--- src/inc/fdcr_defs.svh ---
/*
 * Register offsets, field positions, reset values and timing counts for the
 * flash driver control registers 5 and 6 and the privacy indicator decode.
 * Assumes inclusion by bare name from files that need these constants.
 */

`ifndef FDCR_DEFS_SVH
`define FDCR_DEFS_SVH

// Register offsets
`define FDCR_OFS_REG5 8'h05
`define FDCR_OFS_REG6 8'h06

// Reset values
`define FDCR_RST_REG5 8'h6a
`define FDCR_RST_REG6 8'h09

// Register 5 fields
`define FDCR_R5_CAL 7
`define FDCR_R5_PSM 6
`define FDCR_R5_DIR 5
`define FDCR_R5_VAL 4
`define FDCR_R5_TYPE 3
`define FDCR_R5_LED_HI 2
`define FDCR_R5_LED_LO 0

// Register 6 fields
`define FDCR_R6_TMON 7
`define FDCR_R6_HOT 6
`define FDCR_R6_WARN 5
`define FDCR_R6_HDR 4
`define FDCR_R6_OV_HI 3
`define FDCR_R6_OV_LO 0
`define FDCR_R6_SPARE_HI 7
`define FDCR_R6_SPARE_LO 5

// Operating mode select that permits PWM indication
`define FDCR_MODE_PWM_OK 2'h1

// Privacy LED current selections
`define FDCR_LVL_OFF 2'h0

// PWM dimming on-counts, in tenths of a percent of the period
`define FDCR_PWM_PERIOD 10'h3e8
`define FDCR_DUTY_0 10'h008
`define FDCR_DUTY_1 10'h010
`define FDCR_DUTY_2 10'h017
`define FDCR_DUTY_3 10'h01f
`define FDCR_DUTY_4 10'h027
`define FDCR_DUTY_5 10'h02f
`define FDCR_DUTY_6 10'h03f
`define FDCR_DUTY_7 10'h056

// PWM step timing: step time in ns and cycles at 10 ns clock
`define FDCR_CLK_PERIOD_NS 10
`define FDCR_PWM_STEP_NS 1000
`define FDCR_PWM_STEP_CYC (`FDCR_PWM_STEP_NS / `FDCR_CLK_PERIOD_NS)

`endif

--- src/inc/fdcr_pkg.sv ---
/*
 * Types shared by the flash driver control register block.
 * Assumes nothing beyond a SystemVerilog compiler.
 */
package fdcr_pkg;

    // Decoded privacy indicator behaviour
    typedef enum logic [1:0] {
        FDCR_IND_OFF,
        FDCR_IND_DIRECT,
        FDCR_IND_PULLDOWN,
        FDCR_IND_PWM
    } fdcr_ind_mode_t;

endpackage

--- src/fdcr_sync.sv ---
/*
 * Two-flop level synchroniser, one lane per bit.
 * Assumes inputs are plain levels from another timing source.
 */
`timescale 1ns/1ps

module fdcr_sync #(
    parameter int WIDTH = 2
) (
    input wire logic core_clk, // Core clock
    input wire logic rst, // Async reset, active high
    input wire logic [WIDTH-1:0] async_in, // Unsynchronised levels
    output logic [WIDTH-1:0] sync_out // Synchronised levels
);

    logic [WIDTH-1:0] stage1_ff;
    logic [WIDTH-1:0] stage2_ff;

    always_ff @(posedge core_clk or posedge rst) begin
        if (rst) begin
            stage1_ff <= '0;
            stage2_ff <= '0;
        end else begin
            stage1_ff <= async_in;
            stage2_ff <= stage1_ff;
        end
    end

    assign sync_out = stage2_ff;

endmodule // fdcr_sync

--- src/fdcr_regs.sv ---
/*
 * Control registers 5 and 6 of the flash LED driver, the privacy indicator
 * decode with its PWM dimmer, and the auxiliary pin driver.
 * Assumes an upstream serial byte engine presents register reads and writes
 * as single-cycle strobes on core_clk, and that analog status inputs are
 * produced by the surrounding converter logic.
 */
`timescale 1ns/1ps
`include "fdcr_defs.svh"

module fdcr_regs #(
    parameter bit HAS_THERMAL = 1'b1, // Temperature-monitoring variant
    parameter int PWM_STEP_CYC = `FDCR_PWM_STEP_CYC // Cycles per PWM step
) (
    input wire logic core_clk, // Core clock, 100 MHz
    input wire logic rst, // Async reset, active high
    input wire logic [7:0] reg_addr, // Register address
    input wire logic reg_wr, // Write strobe
    input wire logic [7:0] reg_wdata, // Write data
    input wire logic reg_rd, // Read strobe
    output logic [7:0] reg_rdata, // Read data, valid after strobe
    input wire logic [3:0] indicator_level_code, // Indicator code
    input wire logic [1:0] mode_select, // Operating mode select
    input wire logic high_current_select, // High-current select level
    input wire logic torch_enable_pin, // Torch enable pin level
    input wire logic voltage_mode_force, // Voltage-mode force bit
    output logic [1:0] privacy_led_level, // 0 off, 1..3 current step
    output logic privacy_led_pulldown, // Output node pulled to ground
    output logic [2:0] pwm_channel_on, // PWM indicator gate per channel
    output logic pwm_indicator_active, // PWM indicator mode running
    output logic calibration_enable, // Self-calibration enabled
    output logic calibration_start, // Pulse at (re)start
    input wire logic calibration_done, // Pulse when calibration ends
    input wire logic [3:0] calibration_result, // Calibrated target code
    output logic power_save_enable, // Power-save mode enable
    input wire logic aux_pin_in, // Aux pin input level
    output logic aux_pin_out, // Aux pin output level
    output logic aux_pin_oe_n, // Aux pin enable, low drives
    output logic [2:0] led_channel_enable, // Channel a..c enables
    input wire logic flash_strobe_end, // Pulse before ramp-down
    input wire logic headroom_ok, // Regulator headroom sufficient
    output logic [3:0] target_output_code, // Output voltage target
    output logic constant_voltage_mode, // Constant voltage source
    output logic thermistor_monitor_enable, // Thermistor bias enable
    input wire logic ts_below_hot, // Sense below 0.345 V, async
    input wire logic ts_below_warn, // Sense below 1.05 V, async
    output logic thermal_shutdown // Overheat shutdown latched
);

    // Register 5 state
    logic cal_en_ff;
    logic nxt_cal_en;
    logic cal_done_ff;
    logic nxt_cal_done;
    logic cal_start_ff;
    logic nxt_cal_start;
    logic psm_ff;
    logic nxt_psm;
    logic dir_ff;
    logic nxt_dir;
    logic val_ff;
    logic nxt_val;
    logic type_ff;
    logic nxt_type;
    logic [2:0] led_en_ff;
    logic [2:0] nxt_led_en;

    // Register 6 state
    logic tmon_ff;
    logic nxt_tmon;
    logic hot_ff;
    logic nxt_hot;
    logic warn_ff;
    logic nxt_warn;
    logic hdr_ff;
    logic nxt_hdr;
    logic [3:0] ov_tgt_ff;
    logic [3:0] nxt_ov_tgt;
    logic [3:0] ov_rb_ff;
    logic [3:0] nxt_ov_rb;
    logic [2:0] spare_ff;
    logic [2:0] nxt_spare;
    logic [7:0] rdata_ff;
    logic [7:0] nxt_rdata;

    // Indicator state
    logic [15:0] step_cnt_ff;
    logic [15:0] nxt_step_cnt;
    logic [9:0] phase_ff;
    logic [9:0] nxt_phase;
    logic pwm_on_ff;
    logic nxt_pwm_on;
    logic [1:0] lvl_ff;
    logic [1:0] nxt_lvl;
    logic pull_ff;
    logic nxt_pull;

    logic [1:0] temp_sync;
    logic wr5;
    logic wr6;
    logic rd5;
    logic rd6;
    logic step_en;
    logic [9:0] duty;
    fdcr_pkg::fdcr_ind_mode_t ind_mode;

    fdcr_sync #(
        .WIDTH(2)
    ) u_temp_sync (
        .core_clk(core_clk),
        .rst(rst),
        .async_in({ts_below_hot, ts_below_warn}),
        .sync_out(temp_sync)
    );

    assign wr5 = reg_wr && (reg_addr == `FDCR_OFS_REG5);
    assign wr6 = reg_wr && (reg_addr == `FDCR_OFS_REG6);
    assign rd5 = reg_rd && (reg_addr == `FDCR_OFS_REG5);
    assign rd6 = reg_rd && (reg_addr == `FDCR_OFS_REG6);

    // Register update and read capture
    always_comb begin
        nxt_cal_en = cal_en_ff;
        nxt_cal_done = cal_done_ff;
        nxt_cal_start = 1'b0;
        nxt_psm = psm_ff;
        nxt_dir = dir_ff;
        nxt_val = val_ff;
        nxt_type = type_ff;
        nxt_led_en = led_en_ff;
        nxt_tmon = tmon_ff;
        nxt_hot = hot_ff;
        nxt_warn = warn_ff;
        nxt_hdr = hdr_ff;
        nxt_ov_tgt = ov_tgt_ff;
        nxt_ov_rb = ov_rb_ff;
        nxt_spare = spare_ff;
        nxt_rdata = rdata_ff;

        if (wr5) begin
            nxt_cal_en = reg_wdata[`FDCR_R5_CAL];
            if (reg_wdata[`FDCR_R5_CAL]) begin
                nxt_cal_done = 1'b0;
                nxt_cal_start = 1'b1;
            end
            nxt_psm = reg_wdata[`FDCR_R5_PSM];
            nxt_dir = reg_wdata[`FDCR_R5_DIR];
            nxt_val = reg_wdata[`FDCR_R5_VAL];
            nxt_type = reg_wdata[`FDCR_R5_TYPE];
            nxt_led_en = reg_wdata[`FDCR_R5_LED_HI:`FDCR_R5_LED_LO];
        end
        // Input mode: value bit follows the pin
        if (!nxt_dir) begin
            nxt_val = aux_pin_in;
        end
        // Done set wins over a start in the same cycle
        if (calibration_done && cal_en_ff) begin
            nxt_cal_done = 1'b1;
            nxt_ov_rb = calibration_result;
            nxt_ov_tgt = calibration_result;
        end

        if (wr6) begin
            nxt_ov_tgt = reg_wdata[`FDCR_R6_OV_HI:`FDCR_R6_OV_LO];
            if (!(calibration_done && cal_en_ff)) begin
                nxt_ov_rb = reg_wdata[`FDCR_R6_OV_HI:`FDCR_R6_OV_LO];
            end
            if (HAS_THERMAL) begin
                nxt_tmon = reg_wdata[`FDCR_R6_TMON];
                if (!reg_wdata[`FDCR_R6_HOT]) begin
                    nxt_hot = 1'b0;
                end
            end else begin
                nxt_spare = reg_wdata[`FDCR_R6_SPARE_HI:`FDCR_R6_SPARE_LO];
            end
        end
        if (flash_strobe_end) begin
            nxt_hdr = headroom_ok;
        end

        // Read data captured before any clear-on-read
        if (rd5) begin
            nxt_rdata = {cal_done_ff, psm_ff, torch_enable_pin, val_ff,
                         type_ff, led_en_ff};
        end else if (rd6) begin
            if (HAS_THERMAL) begin
                nxt_rdata = {tmon_ff, hot_ff, warn_ff, hdr_ff, ov_rb_ff};
            end else begin
                nxt_rdata = {spare_ff, hdr_ff, ov_rb_ff};
            end
        end else if (reg_rd) begin
            nxt_rdata = 8'h00;
        end
        if (rd6 && HAS_THERMAL) begin
            nxt_warn = 1'b0;
        end

        // Comparator sets win over any clear in the same cycle
        if (HAS_THERMAL && tmon_ff) begin
            if (temp_sync[1]) begin
                nxt_hot = 1'b1;
            end
            if (temp_sync[0]) begin
                nxt_warn = 1'b1;
            end
        end
    end

    always_ff @(posedge core_clk or posedge rst) begin
        if (rst) begin
            cal_en_ff <= 1'(`FDCR_RST_REG5 >> `FDCR_R5_CAL);
            cal_done_ff <= 1'b0;
            cal_start_ff <= 1'b0;
            psm_ff <= 1'(`FDCR_RST_REG5 >> `FDCR_R5_PSM);
            dir_ff <= 1'(`FDCR_RST_REG5 >> `FDCR_R5_DIR);
            val_ff <= 1'(`FDCR_RST_REG5 >> `FDCR_R5_VAL);
            type_ff <= 1'(`FDCR_RST_REG5 >> `FDCR_R5_TYPE);
            led_en_ff <= 3'(`FDCR_RST_REG5 >> `FDCR_R5_LED_LO);
            tmon_ff <= 1'(`FDCR_RST_REG6 >> `FDCR_R6_TMON);
            hot_ff <= 1'(`FDCR_RST_REG6 >> `FDCR_R6_HOT);
            warn_ff <= 1'(`FDCR_RST_REG6 >> `FDCR_R6_WARN);
            hdr_ff <= 1'(`FDCR_RST_REG6 >> `FDCR_R6_HDR);
            ov_tgt_ff <= 4'(`FDCR_RST_REG6 >> `FDCR_R6_OV_LO);
            ov_rb_ff <= 4'(`FDCR_RST_REG6 >> `FDCR_R6_OV_LO);
            spare_ff <= 3'(`FDCR_RST_REG6 >> `FDCR_R6_SPARE_LO);
            rdata_ff <= 8'h00;
        end else begin
            cal_en_ff <= nxt_cal_en;
            cal_done_ff <= nxt_cal_done;
            cal_start_ff <= nxt_cal_start;
            psm_ff <= nxt_psm;
            dir_ff <= nxt_dir;
            val_ff <= nxt_val;
            type_ff <= nxt_type;
            led_en_ff <= nxt_led_en;
            tmon_ff <= nxt_tmon;
            hot_ff <= nxt_hot;
            warn_ff <= nxt_warn;
            hdr_ff <= nxt_hdr;
            ov_tgt_ff <= nxt_ov_tgt;
            ov_rb_ff <= nxt_ov_rb;
            spare_ff <= nxt_spare;
            rdata_ff <= nxt_rdata;
        end
    end

    // Indicator decode
    always_comb begin
        ind_mode = fdcr_pkg::FDCR_IND_OFF;
        if (indicator_level_code[3]) begin
            if ((mode_select == `FDCR_MODE_PWM_OK) && !torch_enable_pin) begin
                ind_mode = fdcr_pkg::FDCR_IND_PWM;
            end
        end else if (indicator_level_code[1:0] == `FDCR_LVL_OFF) begin
            ind_mode = fdcr_pkg::FDCR_IND_OFF;
        end else if (!indicator_level_code[2]) begin
            ind_mode = fdcr_pkg::FDCR_IND_DIRECT;
        end else if (!high_current_select) begin
            ind_mode = fdcr_pkg::FDCR_IND_PULLDOWN;
        end
    end

    // Dimming ratio per code
    always_comb begin
        case (indicator_level_code[2:0])
            3'h0: duty = `FDCR_DUTY_0;
            3'h1: duty = `FDCR_DUTY_1;
            3'h2: duty = `FDCR_DUTY_2;
            3'h3: duty = `FDCR_DUTY_3;
            3'h4: duty = `FDCR_DUTY_4;
            3'h5: duty = `FDCR_DUTY_5;
            3'h6: duty = `FDCR_DUTY_6;
            3'h7: duty = `FDCR_DUTY_7;
            default: duty = `FDCR_DUTY_0;
        endcase
    end

    assign step_en = (step_cnt_ff == 16'(PWM_STEP_CYC - 1));

    // Indicator outputs and PWM counters
    always_comb begin
        nxt_step_cnt = step_en ? 16'h0000 : 16'(step_cnt_ff + 16'h0001);
        nxt_phase = phase_ff;
        if (step_en) begin
            if (phase_ff == 10'(`FDCR_PWM_PERIOD - 10'h001)) begin
                nxt_phase = 10'h000;
            end else begin
                nxt_phase = 10'(phase_ff + 10'h001);
            end
        end
        nxt_lvl = `FDCR_LVL_OFF;
        nxt_pull = 1'b0;
        nxt_pwm_on = 1'b0;
        case (ind_mode)
            fdcr_pkg::FDCR_IND_DIRECT: begin
                nxt_lvl = indicator_level_code[1:0];
            end
            fdcr_pkg::FDCR_IND_PULLDOWN: begin
                nxt_lvl = indicator_level_code[1:0];
                nxt_pull = 1'b1;
            end
            fdcr_pkg::FDCR_IND_PWM: begin
                nxt_pwm_on = (nxt_phase < duty);
            end
            default: begin
                nxt_lvl = `FDCR_LVL_OFF;
            end
        endcase
    end

    always_ff @(posedge core_clk or posedge rst) begin
        if (rst) begin
            step_cnt_ff <= 16'h0000;
            phase_ff <= 10'h000;
            pwm_on_ff <= 1'b0;
            lvl_ff <= `FDCR_LVL_OFF;
            pull_ff <= 1'b0;
        end else begin
            step_cnt_ff <= nxt_step_cnt;
            phase_ff <= nxt_phase;
            pwm_on_ff <= nxt_pwm_on;
            lvl_ff <= nxt_lvl;
            pull_ff <= nxt_pull;
        end
    end

    // Per-channel PWM gate, shut off by overheat
    genvar ch;
    generate
        for (ch = 0; ch < 3; ch++) begin : g_chan
            assign pwm_channel_on[ch] = pwm_on_ff && led_en_ff[ch] && !hot_ff;
        end
    endgenerate

    assign pwm_indicator_active = (ind_mode == fdcr_pkg::FDCR_IND_PWM);
    assign privacy_led_level = lvl_ff;
    assign privacy_led_pulldown = pull_ff;
    assign reg_rdata = rdata_ff;
    assign calibration_enable = cal_en_ff;
    assign calibration_start = cal_start_ff;
    assign power_save_enable = psm_ff;
    assign led_channel_enable = led_en_ff;
    assign target_output_code = ov_tgt_ff;
    assign constant_voltage_mode = voltage_mode_force;
    assign thermistor_monitor_enable = tmon_ff;
    assign thermal_shutdown = hot_ff;

    // Open-drain drives only a low level
    assign aux_pin_out = type_ff ? 1'b0 : val_ff;
    assign aux_pin_oe_n = !(dir_ff && (!type_ff || !val_ff));

endmodule // fdcr_regs

--- config.mk ---
export PLATFORM = sky130hd
export DESIGN_NAME = fdcr_regs
export DESIGN_NICKNAME = d
export VERILOG_FILES = /design/src/inc/fdcr_pkg.sv /design/src/fdcr_sync.sv /design/src/fdcr_regs.sv
export VERILOG_INCLUDE_DIRS = /design/src /design/src/inc
export SDC_FILE = /design/constraint.sdc
export NUM_CORES = 1
export LEC_CHECK = 0
export ABC_AREA = 1
export BUFFER_PORTS_ARGS = -buffer_cell sky130_fd_sc_hd__buf_4
export CAP_MARGIN = 20
export CORE_UTILIZATION = 30
export CTS_CLUSTER_DIAMETER = 40
export DETAILED_ROUTE_END_ITERATION = 8
export GPL_ROUTABILITY_DRIVEN = 0
export SYNTH_ARGS = -nofsm -noshare
export SYNTH_HDL_FRONTEND = slang
export SYNTH_SLANG_ARGS = --single-unit
--- constraint.sdc ---
create_clock -name core_clk -period 5.3 [get_ports core_clk]
set_input_delay 1.59 -clock core_clk [delete_from_list [all_inputs] [get_ports core_clk]]
set_output_delay 1.59 -clock core_clk [all_outputs]
set_load 0.005 [all_outputs]
**Word-level counts from Yosys, hierarchy flattened**

Memory sizes are Yosys's and may differ from the RTL's.
Index checks and enable logic that the tools add are counted.

- Register bits after elaboration: 64
- Memory bits (read-only): 56
- Input port bits: 39
- Output and inout port bits: 30
- Logic and storage cells: 96
- Memories: 1

- $add $sub $neg: 2
- Order comparisons: 1
- Equal/unequal tests: 9
- Muxes and demuxes: 35
- Reductions and logical operators: 26

Memories:

| memory | words | width | rd ports | clocked after memory_dff | write ports | RTL line | RTL |
|---|---|---|---|---|---|---|---|
| (no name shown) | 8 | 7 | 1 | 0 | 0 | fdcr_regs.sv:265 | `case (indicator_level_code[2:0])` |

Operators with widths:

| cell | number |
|---|---|
| $mux W8 | 3 |
| $mux W10 | 2 |
| $mux W4 | 5 |
| $mux W1 | 18 |
| $add A16 B1 Y16 const B | 1 |
| $eq A16 B7 Y1 const B | 1 |
| $eq A8 B3 Y1 const B | 2 |
| $mux W16 | 1 |
| $logic_and A1 B1 Y1 | 13 |
| $mux W2 | 6 |
| $add A10 B1 Y10 const B | 1 |
| $eq A10 B10 Y1 const B | 1 |
| $lt A10 B10 Y1 | 1 |
| $reduce_bool A2 Y1 | 3 |
| $logic_not A1 Y1 | 5 |
| $eq A2 B1 Y1 const B | 2 |
| $eq A2 B2 Y1 const B | 2 |
| $reduce_bool A3 Y1 | 1 |
| $logic_not A2 Y1 | 1 |
| $ne A2 B1 Y1 const B | 1 |
| $reduce_and A2 Y1 | 1 |
| $reduce_or A2 Y1 | 1 |
| $logic_or A1 B1 Y1 | 1 |

**Longest topological paths before layout**

Gate-level depths: netlist of run 1.

- Word-level depth: 7
- Mapped depth: 14
- Gate-level depth less buffers: 14

**Modules after synthesis**

From an unflattened synthesis of run 1, not the netlist that was laid out.

- Cells, all modules: 416
- Area total of the unflattened synthesis: 3,382.0 um^2

Modules (own cells, without submodules):

| module | instances | cells each | area each (um^2) | sequential area each (um^2) |
|---|---|---|---|---|
| fdcr_regs | 1 | 411 | 3,278.1 | 1,511.4 |
| fdcr_sync | 1 | 5 | 103.8 | 100.1 |

**Least setup slack after synthesis of run 1**

No wires, ideal clock.

- Path type: input to output
- From: in indicator_level_code[2]
- To: out pwm_indicator_active
- Arrival time: 2,352 ps
- Data required time: 3,710 ps
- Slack: 1,358 ps
- Stages on the path: 5
- Buffers on the path: 1
- Cell sequence: clkbuf_1 -> nor2_1 -> o21ai_0 -> inv_1 -> ha_1

- Cells in the longest elaborated chain, start to end: 4

RTL lines:

| what | RTL line | RTL |
|---|---|---|
| from (decl) | fdcr_regs.sv:22 | `input wire logic [3:0] indicator_level_code,` |
| $mux W2 | fdcr_regs.sv:256 | `end else if (!indicator_level_code[2]) begin` |
| $mux W2 | fdcr_regs.sv:254 | `` end else if (indicator_level_code[1:0] == `FDCR_LVL_OFF) begin `` |
| $mux W2 | fdcr_regs.sv:250 | `if (indicator_level_code[3]) begin` |
| $eq A2 B2 Y1 | fdcr_regs.sv:335 | `assign pwm_indicator_active = (ind_mode == fdcr_pkg::FDCR_IND_PWM);` |
| to (decl) | fdcr_regs.sv:30 | `output logic pwm_indicator_active,` |

No other way between the ends.

**Final worst setup path of run 1**

- From: in indicator_level_code[1]
- To: out pwm_indicator_active

- Cells in the longest elaborated chain, start to end: 4

RTL lines:

| what | RTL line |
|---|---|
| $logic_not A2 Y1 (no source line) | n/a |
| $mux W2 | fdcr_regs.sv:254 |
| $mux W2 | fdcr_regs.sv:250 |
| $eq A2 B2 Y1 | fdcr_regs.sv:335 |

No other way between the ends.

==> results.yml, run 1 <==
synthesis:
  synth_common_cells: "nand2_1 (93), inv_1 (71), dfrtp_1 (56)"
  synth_top_cell_by_area: "dfrtp_1"
  syn_avg_cell_area_um2: 8.234
  syn_area_mm2: 0.003417
  syn-num-nets: 467
  synth_top_flop_cell: "dfrtp_1"
  synthTopCellsByArea: "dfrtp_1 (41%), nand2_1 (10%), inv_1 (7.8%), dfstp_2 (6.2%), ha_1 (4.8%)"
  synth_top_family_by_area: "simple AND/OR/NAND/NOR gates"
  synthCells: 415
  synth_seq_cells: 64
  ys_seq_area_share_pct: 47.16
  synth-simple-area-share_pct: 26.33
  yosysWarningCount: 0
  muxShareOfSynthArea_pct: 1.208
  synth.most_common_cell: "nand2_1"
  synth_compound_area_share_pct: 9.008
  synth_top_area_share_pct: 41.01
  ys_types: 38
  synth_xor_area_share_pct: 2.051
  synth-async-reset-ratio_pct: 100.0
  synth_fa_ha_area_share_pct: 4.760
  synth_edf_count: 0
drt:
  routed-via-count: 2934
  detail_route.vias_per_cell: 4.635
  drtPass1Iterations: 4
  wl_per_cell_um: 12.47
  routed_wirelength_um: 7896
  drt_iter0_markers: 130
  antenna_left: 0
  drc: 0
clock_tree:
  cts_buffers: 9
  cts_tree: "yes"
  cts_resized: 0
  cts.sinks: 64
  hold_buffers: 0
  clock_latency_ps: 330
  cts.clk_slew.worst_paths_ps: 50
  cts_setup_buffers: 0
  root_buffer: "clkbuf_16"
  clockBufferDepth: 2
  htreeDepth: 3
final_layout:
  drive_gt1_share_pct: 25.56
  n_fill_cell: 1123
  n_antenna_cell: 0
  area_delta_synth_final_pct: 29.22
  num-nets-final: 540
sta:
  maxSlewHeadroom_pct: 38.93
  fin_ws_ps: 1044
  fin_tns_setup_ps: 0
  finalWorstPathRequiredPeriod_ps: 4256
  final_min_period_over_clock_period_pct: 80.30
  fmax_mhz: 235.0
  whs_ps: 348.8
  skew_ps: 7.061
  setup_viol: 0
  maxSlewViolCount: 0
  rsz0062_at_grt: "no"
  hold_viol_final: 0
  worstMarginPinSlew_ps: 914.8
global_routing:
  antenna_found_initial: 0
  grt_overflow: 0
  grt_max_degree: 45
  grt_pass1_wl_um: 13320
  grt_pass1_vias: 2947
  grt_usage_pct: 14.73
power_and_ir_drop:
  vdd_drop_max_uv: 158.1
  power.density_mw_per_mm2: 306.8
  p_leak_nw: 2.275
  total_power_mw: 1.355
die:
  fp.dieW_um: 108.7
  ios: 69
  initial_utilization_pct: 31.11
  core_area_mm2: 0.01098
  dieHeight_um: 108.7
  floorplan.die_area_mm2: 0.01182
  rows: 38
worst_setup_path:
  cp-end-kind: "primary output"
  critPathArrivalTime_ps: 2670
  rr_startpoint: "step_cnt_ff[0]$_DFF_PP0_"
  path_max_fanout: 5
  critPathLaunchType: "input pin"
  critPathRequiredTime_ps: 3710
  path_class: "input pin to primary output"
  crit_start: "indicator_level_code[1]"
worst_hold_path:
  hold_path_class: "register to register"
  hold_start: "u_temp_sync.stage1_ff[1]$_DFF_PP0_"
placement:
  hpwl_um: 6086
  io_buffer_count: 66
  dp_worst_setup_slack_ps: 1021
job:
  drv_cap: 0
outcome:
  outcome: "completed"
state kept, by name (all words and copies together) (netlist names), 2 cells and up:
name,flops
u_temp_sync.stage1_ff,2
reg_rdata,8
step_cnt_ff,16
privacy_led_level,2
led_channel_enable,3
u_temp_sync.sync_out,2
target_output_code,4
ov_rb_ff,4
phase_ff,10
path summary, 6_finish.rpt:
path                                                      to  slack [ps]  cells after the start
setup / recovery                        pwm_indicator_active        1040                      8
hold / removal             u_temp_sync.sync_out[1]$_DFF_PP0_         350                      0
setup reg to reg                         pwm_on_ff$_DFF_PP0_        2660                     13
hold reg to reg            u_temp_sync.sync_out[1]$_DFF_PP0_         350                      0
max in group asynchronous              phase_ff[3]$_DFF_PP0_        3010                      3
min in group asynchronous  target_output_code[2]$_DFFE_PP0P_        1470                      2
cell families (layout without fill, tap and decap cells):
group                      Yosys count  in the layout
adders and majority gates           13             13
DFF                                 64             64
AOI/OAI and AO/OA                   51             51
muxes                                4              4
and+or+nand+nor                    192            192
buffers and inverters               83            161
xor gates and xnor gates             8              8
power breakdown:
part | total, mW | internal (mW) | switching, mW | leakage [nW]
logic | 0.118 | 0.0609 | 0.0569 | 1.30
clock network | 0.689 | 0.465 | 0.224 | 0.171
registers | 0.548 | 0.529 | 0.0191 | 0.809
total | 1.35 | 1.05 | 0.300 | 2.28
worst max-delay path, stage by stage:
cell	delay [ps]
buf_4	130
inv_1	80
ha_1	160
nor2_1	60
o21ai_0	220
inv_1	70
ha_1	210
buf_4	140
cell type report:
class                           instances  area [um^2]  share of cell area (%)
Inverter                               78        294.0                   6.659
Clock buffer                            9        225.2                   5.101
Tap cell                              140        175.2                   3.967
Multi-Input combinational cell        268         1481                   33.55
Clock inverter                          7        125.1                   2.834
Sequential cell                        64         1612                   36.50
Timing Repair Buffer                   67        503.0                   11.39
per-layer routing:
metal	track usage, %	vias to the layer above	part of all wire [%]
met5	0	-	0
met4	5.888	0	1.6
met3	4.124	14	5.6
met2	24.14	81	45
met1	18.26	1366	47
li1	-	1473	-
cell usage in the layout (no fill, tap or decap), drive strengths merged, types with 3 or more instances in the layout:
master / count
nand2: 99
inv: 80
buf: 67
dfrtp: 56
nor2: 43
o21ai: 30
nand3: 20
nor3: 14
ha: 13
clkbuf: 9
o221ai: 8
xor2: 8
dfstp: 8
a21oi: 7
nor4: 7
nand4: 6
mux2i: 3
bufinv: 3
stage by stage:
step                cells  util, %  area, um^2
floorplan             415        -        3417
global placement      617    37.01        4065
detailed placement    617    37.01        4065
CTS                   633    40.20        4415
global route          633    40.20        4415
finish                633    40.20        4415
Power figures use the tool's default switching activity.
==> inputs of run 2 (changes only) <==
--- a/config.mk
+++ b/config.mk
@@ -6,7 +6,7 @@
 export SDC_FILE = /design/constraint.sdc
 export NUM_CORES = 1
 export LEC_CHECK = 0
-export ABC_AREA = 1
+export ABC_AREA = 0
 export BUFFER_PORTS_ARGS = -buffer_cell sky130_fd_sc_hd__buf_4
 export CAP_MARGIN = 20
 export CORE_UTILIZATION = 30
==> constraint.sdc (replaced) <==
create_clock -name core_clk -period 3.8 [get_ports core_clk]
set_input_delay 1.14 -clock core_clk [delete_from_list [all_inputs] [get_ports core_clk]]
set_output_delay 1.14 -clock core_clk [all_outputs]
set_load 0.005 [all_outputs]
==> run 2 against run 1 <==
Register-to-register slack got worse by 2000 ps. Sequential share of layout area grew 3.9 points. First-iteration DRC count down 12%.
==> results.yml, run 2 <==
drt:
  wl_per_cell_um: 13.25
  routed_wirelength_um: 6769
  drtPass1Iterations: 4
  drc: 0
  detail_route.vias_per_cell: 4.875
  antenna_left: 0
  routed-via-count: 2491
  drt_iter0_markers: 114
final_layout:
  regArea_mm2: 0.001612
  n_antenna_cell: 0
  final_common_cell: "buf_4"
  num-nets-final: 422
  largest_register_ffs: 16
  final_util_pct: 38.81
  multi_input_area_mm2: 0.001453
  area_delta_synth_final_pct: 26.56
  mostFrequentLayoutCells: "buf_4 (68), dfrtp_1 (56), nor2_1 (32)"
  regMostFlops: "step_cnt_ff"
  n_fill_cell: 1025
  drive_gt1_share_pct: 27.20
global_routing:
  grt_pass1_wl_um: 11370
  grt_overflow: 0
  grt_usage_pct: 13.18
  grt_pass1_vias: 2411
  antenna_found_initial: 0
  grt_max_degree: 35
sta:
  skew_ps: 8.033
  fmax_mhz: 285.9
  worstMarginPinSlew_ps: 678.5
  whs_ps: 351.4
  rsz0062_at_grt: "no"
  final_min_period_over_clock_period_pct: 92.04
  finalWorstPathRequiredPeriod_ps: 3498
  maxSlewViolCount: 0
  fin_tns_setup_ps: 0
  setup_viol: 0
  hold_viol_final: 0
  maxSlewHeadroom_pct: 54.70
outcome:
  outcome: "completed"
die:
  core_area_mm2: 0.01028
  initial_utilization_pct: 30.67
  ios: 69
  dieHeight_um: 104.5
  fp.dieW_um: 104.5
  rows: 37
  floorplan.die_area_mm2: 0.01092
synthesis:
  syn_area_mm2: 0.003152
  synth-async-reset-ratio_pct: 100.0
  syn-num-nets: 352
  synth.most_common_cell: "dfrtp_1"
  ys_seq_area_share_pct: 51.13
  synth_top_area_share_pct: 44.46
  synthTopCellsByArea: "dfrtp_1 (44%), dfstp_2 (6.7%), ha_1 (5.2%), xnor2_1 (4.2%), nor2_1 (3.8%)"
  yosysWarningCount: 0
  synth_top_flop_cell: "dfrtp_1"
  synth_seq_cells: 64
  synth_top_cell_by_area: "dfrtp_1"
  synth_edf_count: 0
  ys_types: 49
  synthCells: 300
  syn_avg_cell_area_um2: 10.51
  synth_common_cells: "dfrtp_1 (56), nor2_1 (32), nand2_1 (30)"
worst_setup_path:
  crit_slowest_cell: "o41ai_1"
  critPathLaunchType: "input pin"
  worst_path_dominant_cell_family: "adder cells"
  cp-end-kind: "primary output"
  critPathRequiredTime_ps: 2660
  critical_path.max_stage_delay_ps: 470
  path_class: "input pin to primary output"
  critPathArrivalTime_ps: 2360
  worstPathCellList: "buf_4 -> inv_1 -> ha_1 -> o41ai_1 -> ha_1 -> buf_4"
  path_max_fanout: 3
  crit_buf_inv: 3
clock_tree:
  hold_buffers: 0
  cts_tree: "yes"
  clock_latency_ps: 340
  cts_resized: 0
  cts.sinks: 64
  clockBufferDepth: 2
  cts.clk_slew.worst_paths_ps: 70
  cts_setup_buffers: 0
  htreeDepth: 3
  root_buffer: "clkbuf_8"
  cts_buffers: 9
job:
  drv_cap: 0
placement:
  hpwl_um: 5016
  io_buffer_count: 66
power_and_ir_drop:
  power.density_mw_per_mm2: 374.9
  p_leak_nw: 1.879
  vdd_drop_max_uv: 136.5
worst_hold_path:
  hold_path_class: "register to register"
## run 2: cell types whose count changed after synthesis, sizes merged, moves of 11 or more
cell,delta
inv,-68
nand2,-67
o21ai,-18
xnor2,+15
nand3,-12
nor3,-12
nor2,-11
## run 2: through the flow
step                cell area (um^2)  instances  power [mW]  setup slack [ps]
floorplan                       3152        300      0.8489             538.3
global placement                3799        495      0.9462             371.8
detailed placement              3799        495      0.9503             293.6
CTS                             3989        511       1.520             296.3
global route                    3989        511       1.573             201.2
finish                          3989        511       1.495             302.4
## run 2: power breakdown
part / internal, mW / switching (mW) / total (mW)
combinational: 0.0933 / 0.0735 / 0.167
clock: 0.318 / 0.241 / 0.559
sequential: 0.739 / 0.0300 / 0.769
## run 2: final timing paths
path | from | to | slack, ps | depth (start not counted)
worst max-delay path | indicator_level_code[0] | pwm_indicator_active | 300 | 6
worst min-delay path | u_temp_sync.stage1_ff[1]$_DFF_PP0_ | u_temp_sync.sync_out[1]$_DFF_PP0_ | 350 | 0
worst max register to register | step_cnt_ff[0]$_DFF_PP0_ | pwm_on_ff$_DFF_PP0_ | 640 | 10
worst min register to register | u_temp_sync.stage1_ff[1]$_DFF_PP0_ | u_temp_sync.sync_out[1]$_DFF_PP0_ | 350 | 0
max in group asynchronous | rst | power_save_enable$_DFFE_PP1P_ | 2210 | 3
min in group asynchronous | rst | phase_ff[6]$_DFF_PP0_ | 920 | 2
## run 2: layer usage
metal	GRT usage [%]	part of all wire [%]	up-vias
li1	-	-	1210
met1	17.18	48	1199
met2	20.25	44	73
met3	4.010	6.5	9
met4	5.510	1.5	0
met5	0	0	-
## run 2: worst reg2reg max path, delay by kind of cell, from the launching register on
kind                     cells  cell delay (ps)
adder cells (fa/ha/maj)      2              590
XOR/XNOR                     1              210
AO/OA/AOI/OAI                3              770
AND/OR/NAND/NOR              4             1090
flip-flops                   1              410
## run 2: layout make-up
type / count / area share [%]
clock buffer: 12 / 3.639
clock inverter: 4 / 1.129
tap: 136 / 4.266
sequential: 64 / 40.40
timing repair buffer: 69 / 13.30
inverter: 9 / 0.8469
multi-input combinational: 217 / 36.42
## run 2: logic make-up after synthesis
family / share of synthesized area [%]
and+or+nand+nor: 20.33
DFF: 51.13
AOI/OAI and AO/OA: 10.68
xor gates and xnor gates: 5.836
buffers and inverters: 2.779
adders and majority gates: 5.161
muxes: 4.089
==> inputs of run 3 (changes only) <==
==> constraint.sdc (replaced) <==
create_clock -name core_clk -period 4.5 [get_ports core_clk]
set_input_delay 1.35 -clock core_clk [delete_from_list [all_inputs] [get_ports core_clk]]
set_output_delay 1.35 -clock core_clk [all_outputs]
set_load 0.005 [all_outputs]
==> run 3 against run 2 <==
Sequential power shrank 16%. Die area unchanged. Sequential share of layout area down 0.51 points. Wire length rose by 1.4%. Worst setup slack better by 270 ps. First-iteration DRC count up 39%.
==> results.yml, run 3 (synthesized netlist as in run 2, its figures left out) <==
outcome:
  outcome: "completed"
sta:
  hold_viol_final: 0
  maxSlewHeadroom_pct: 49.76
  maxSlewViolCount: 0
  rsz0062_at_grt: "no"
  final_min_period_over_clock_period_pct: 87.28
  fmax_mhz: 254.6
  setup_viol: 0
  worstMarginPinSlew_ps: 752.5
  fin_tns_setup_ps: 0
  skew_ps: 3.000
  finalWorstPathRequiredPeriod_ps: 3927
power_and_ir_drop:
  p_leak_nw: 1.899
  vdd_drop_max_uv: 123.9
  p_sw_mw: 0.3086
  p_int_mw: 1.099
  power.density_mw_per_mm2: 348.5
  p_clk_share_pct: 43.9
  power_frac_seq_pct: 46.1
  comb_power_share_pct: 10.0
  switching_share_pct: 21.92
worst_setup_path:
  critical_path.max_stage_delay_ps: 480
  critPathRequiredTime_ps: 3150
  r2r_cells: 10
  critPathLaunchType: "input pin"
  worstPathCellList: "buf_4 -> inv_1 -> ha_1 -> o41ai_1 -> ha_1 -> buf_4"
  crit_path_end: "pwm_indicator_active"
  crit_start: "indicator_level_code[0]"
  critPathArrivalTime_ps: 2580
  path_max_fanout: 3
  cp-end-kind: "primary output"
  path_class: "input pin to primary output"
  r2r-end: "pwm_on_ff$_DFF_PP0_"
  crit_slowest_cell: "o41ai_1"
  rr_startpoint: "step_cnt_ff[0]$_DFF_PP0_"
  r2r_slack_ps: 1270
clock_tree:
  clockBufferDepth: 2
  htreeDepth: 3
  cts.sinks: 64
  cts_tree: "yes"
  hold_buffers: 0
  cts_resized: 0
  root_buffer: "clkbuf_8"
  cts_buffers: 9
  clock_latency_ps: 340
  cts.clk_slew.worst_paths_ps: 70
  cts_setup_buffers: 0
global_routing:
  antenna_found_initial: 0
  grt_overflow: 0
  grt.busiest_layer: "met2"
  grt_max_degree: 37
  grt_usage_pct: 13.48
  grt_pass1_vias: 2373
  grt_use_met3_pct: 3.446
  grtUsageMet2_pct: 19.58
  use_met1_pct: 18.73
  grt_pass1_wl_um: 11590
final_layout:
  num-nets-final: 422
  area_delta_synth_final_pct: 28.19
  stdcell_count: 511
  mostFrequentLayoutCells: "buf_4 (69), dfrtp_1 (56), nor2_1 (32)"
  n_antenna_cell: 0
  drive_gt1_share_pct: 27.73
  final_common_cell: "buf_4"
  largest_register_ffs: 16
  regMostFlops: "step_cnt_ff"
  n_fill_cell: 1024
drt:
  detail_route.vias_per_cell: 4.898
  wl_per_cell_um: 13.43
  routed_wirelength_um: 6862
  routed-via-count: 2503
  antenna_left: 0
  drc: 0
  drt_iter0_markers: 158
  drtPass1Iterations: 4
job:
  drv_cap: 0
die:
  floorplan.die_area_mm2: 0.01092
  rows: 37
  ios: 69
  initial_utilization_pct: 30.67
  dieHeight_um: 104.5
  fp.dieW_um: 104.5
  core_area_mm2: 0.01028
worst_hold_path:
  hold_path_class: "register to register"
  min_delay_path_depth: 0
placement:
  dp.cells: 495
  io_buffer_count: 66
  hpwl_um: 5053
[run 3: cell count changes in the layout (fill, tap and decap cells not counted), sizes merged]
cell,change
clkinv,-2
clkbuf,-1
clkinvlp,+1
bufinv,+2
[run 3: layer usage]
metal / share of wire, % / wire length (um) / vias to the layer above
li1: - / - / 1214
met1: 49 / 3383 / 1204
met2: 43 / 2956 / 73
met3: 5.6 / 387 / 12
met4: 2.0 / 134 / 0
met5: 0 / 0 / -
[run 3: metrics by stage]
| stage | area [um^2] | worst slack (ps) | hold slack (ps) | util [%] | power [mW] |
|---|---|---|---|---|---|
| global placement | 3786 | 646.4 | 334.4 | 36.84 | 0.7985 |
| detailed placement | 3786 | 560.3 | 334.7 | 36.84 | 0.8020 |
| finish | 4040 | 572.6 | 349.0 | 39.31 | 1.408 |
| CTS | 4040 | 559.2 | 350.8 | 39.31 | 1.428 |
| global route | 4040 | 495.6 | 373.9 | 39.31 | 1.474 |
| floorplan | 3152 | 818.3 | 331.2 | - | 0.7168 |
[run 3: worst max-delay path, delay by kind of cell]
kind,cells,cell delay [ps]
AOI/OAI and AO/OA,1,480
adders and majority gates,2,480
buffers and inverters,3,250
[run 3: power by group through the flow]
stage / Combinational [mW] / Sequential, mW / Clock (mW)
after global routing: 0.159 / 0.654 / 0.662
after global placement: 0.139 / 0.659 / 0
final: 0.141 / 0.649 / 0.618
after floorplan: 0.0625 / 0.654 / 0
after detailed placement: 0.141 / 0.661 / 0
after CTS: 0.143 / 0.649 / 0.635
[run 3: layout make-up]
type / count / area, um^2 / area share (%)
Clock buffer: 11 / 151.4 / 3.747
Clock inverter: 5 / 102.6 / 2.539
Inverter: 9 / 33.78 / 0.8362
Multi-Input combinational cell: 217 / 1453 / 35.96
Sequential cell: 64 / 1612 / 39.89
Tap cell: 136 / 170.2 / 4.212
Timing Repair Buffer: 69 / 518.0 / 12.82
[run 3: worst min-delay path by stage]
| stage | end | startpoint |
|---|---|---|
| floorplan | u_temp_sync.sync_out[0]$_DFF_PP0_ | u_temp_sync.stage1_ff[0]$_DFF_PP0_ |
| global placement | u_temp_sync.sync_out[1]$_DFF_PP0_ | u_temp_sync.stage1_ff[1]$_DFF_PP0_ |
| global route | u_temp_sync.sync_out[1]$_DFF_PP0_ | u_temp_sync.stage1_ff[1]$_DFF_PP0_ |
| detailed placement | u_temp_sync.sync_out[0]$_DFF_PP0_ | u_temp_sync.stage1_ff[0]$_DFF_PP0_ |
| CTS | u_temp_sync.sync_out[0]$_DFF_PP0_ | u_temp_sync.stage1_ff[0]$_DFF_PP0_ |
| finish | u_temp_sync.sync_out[0]$_DFF_PP0_ | u_temp_sync.stage1_ff[0]$_DFF_PP0_ |
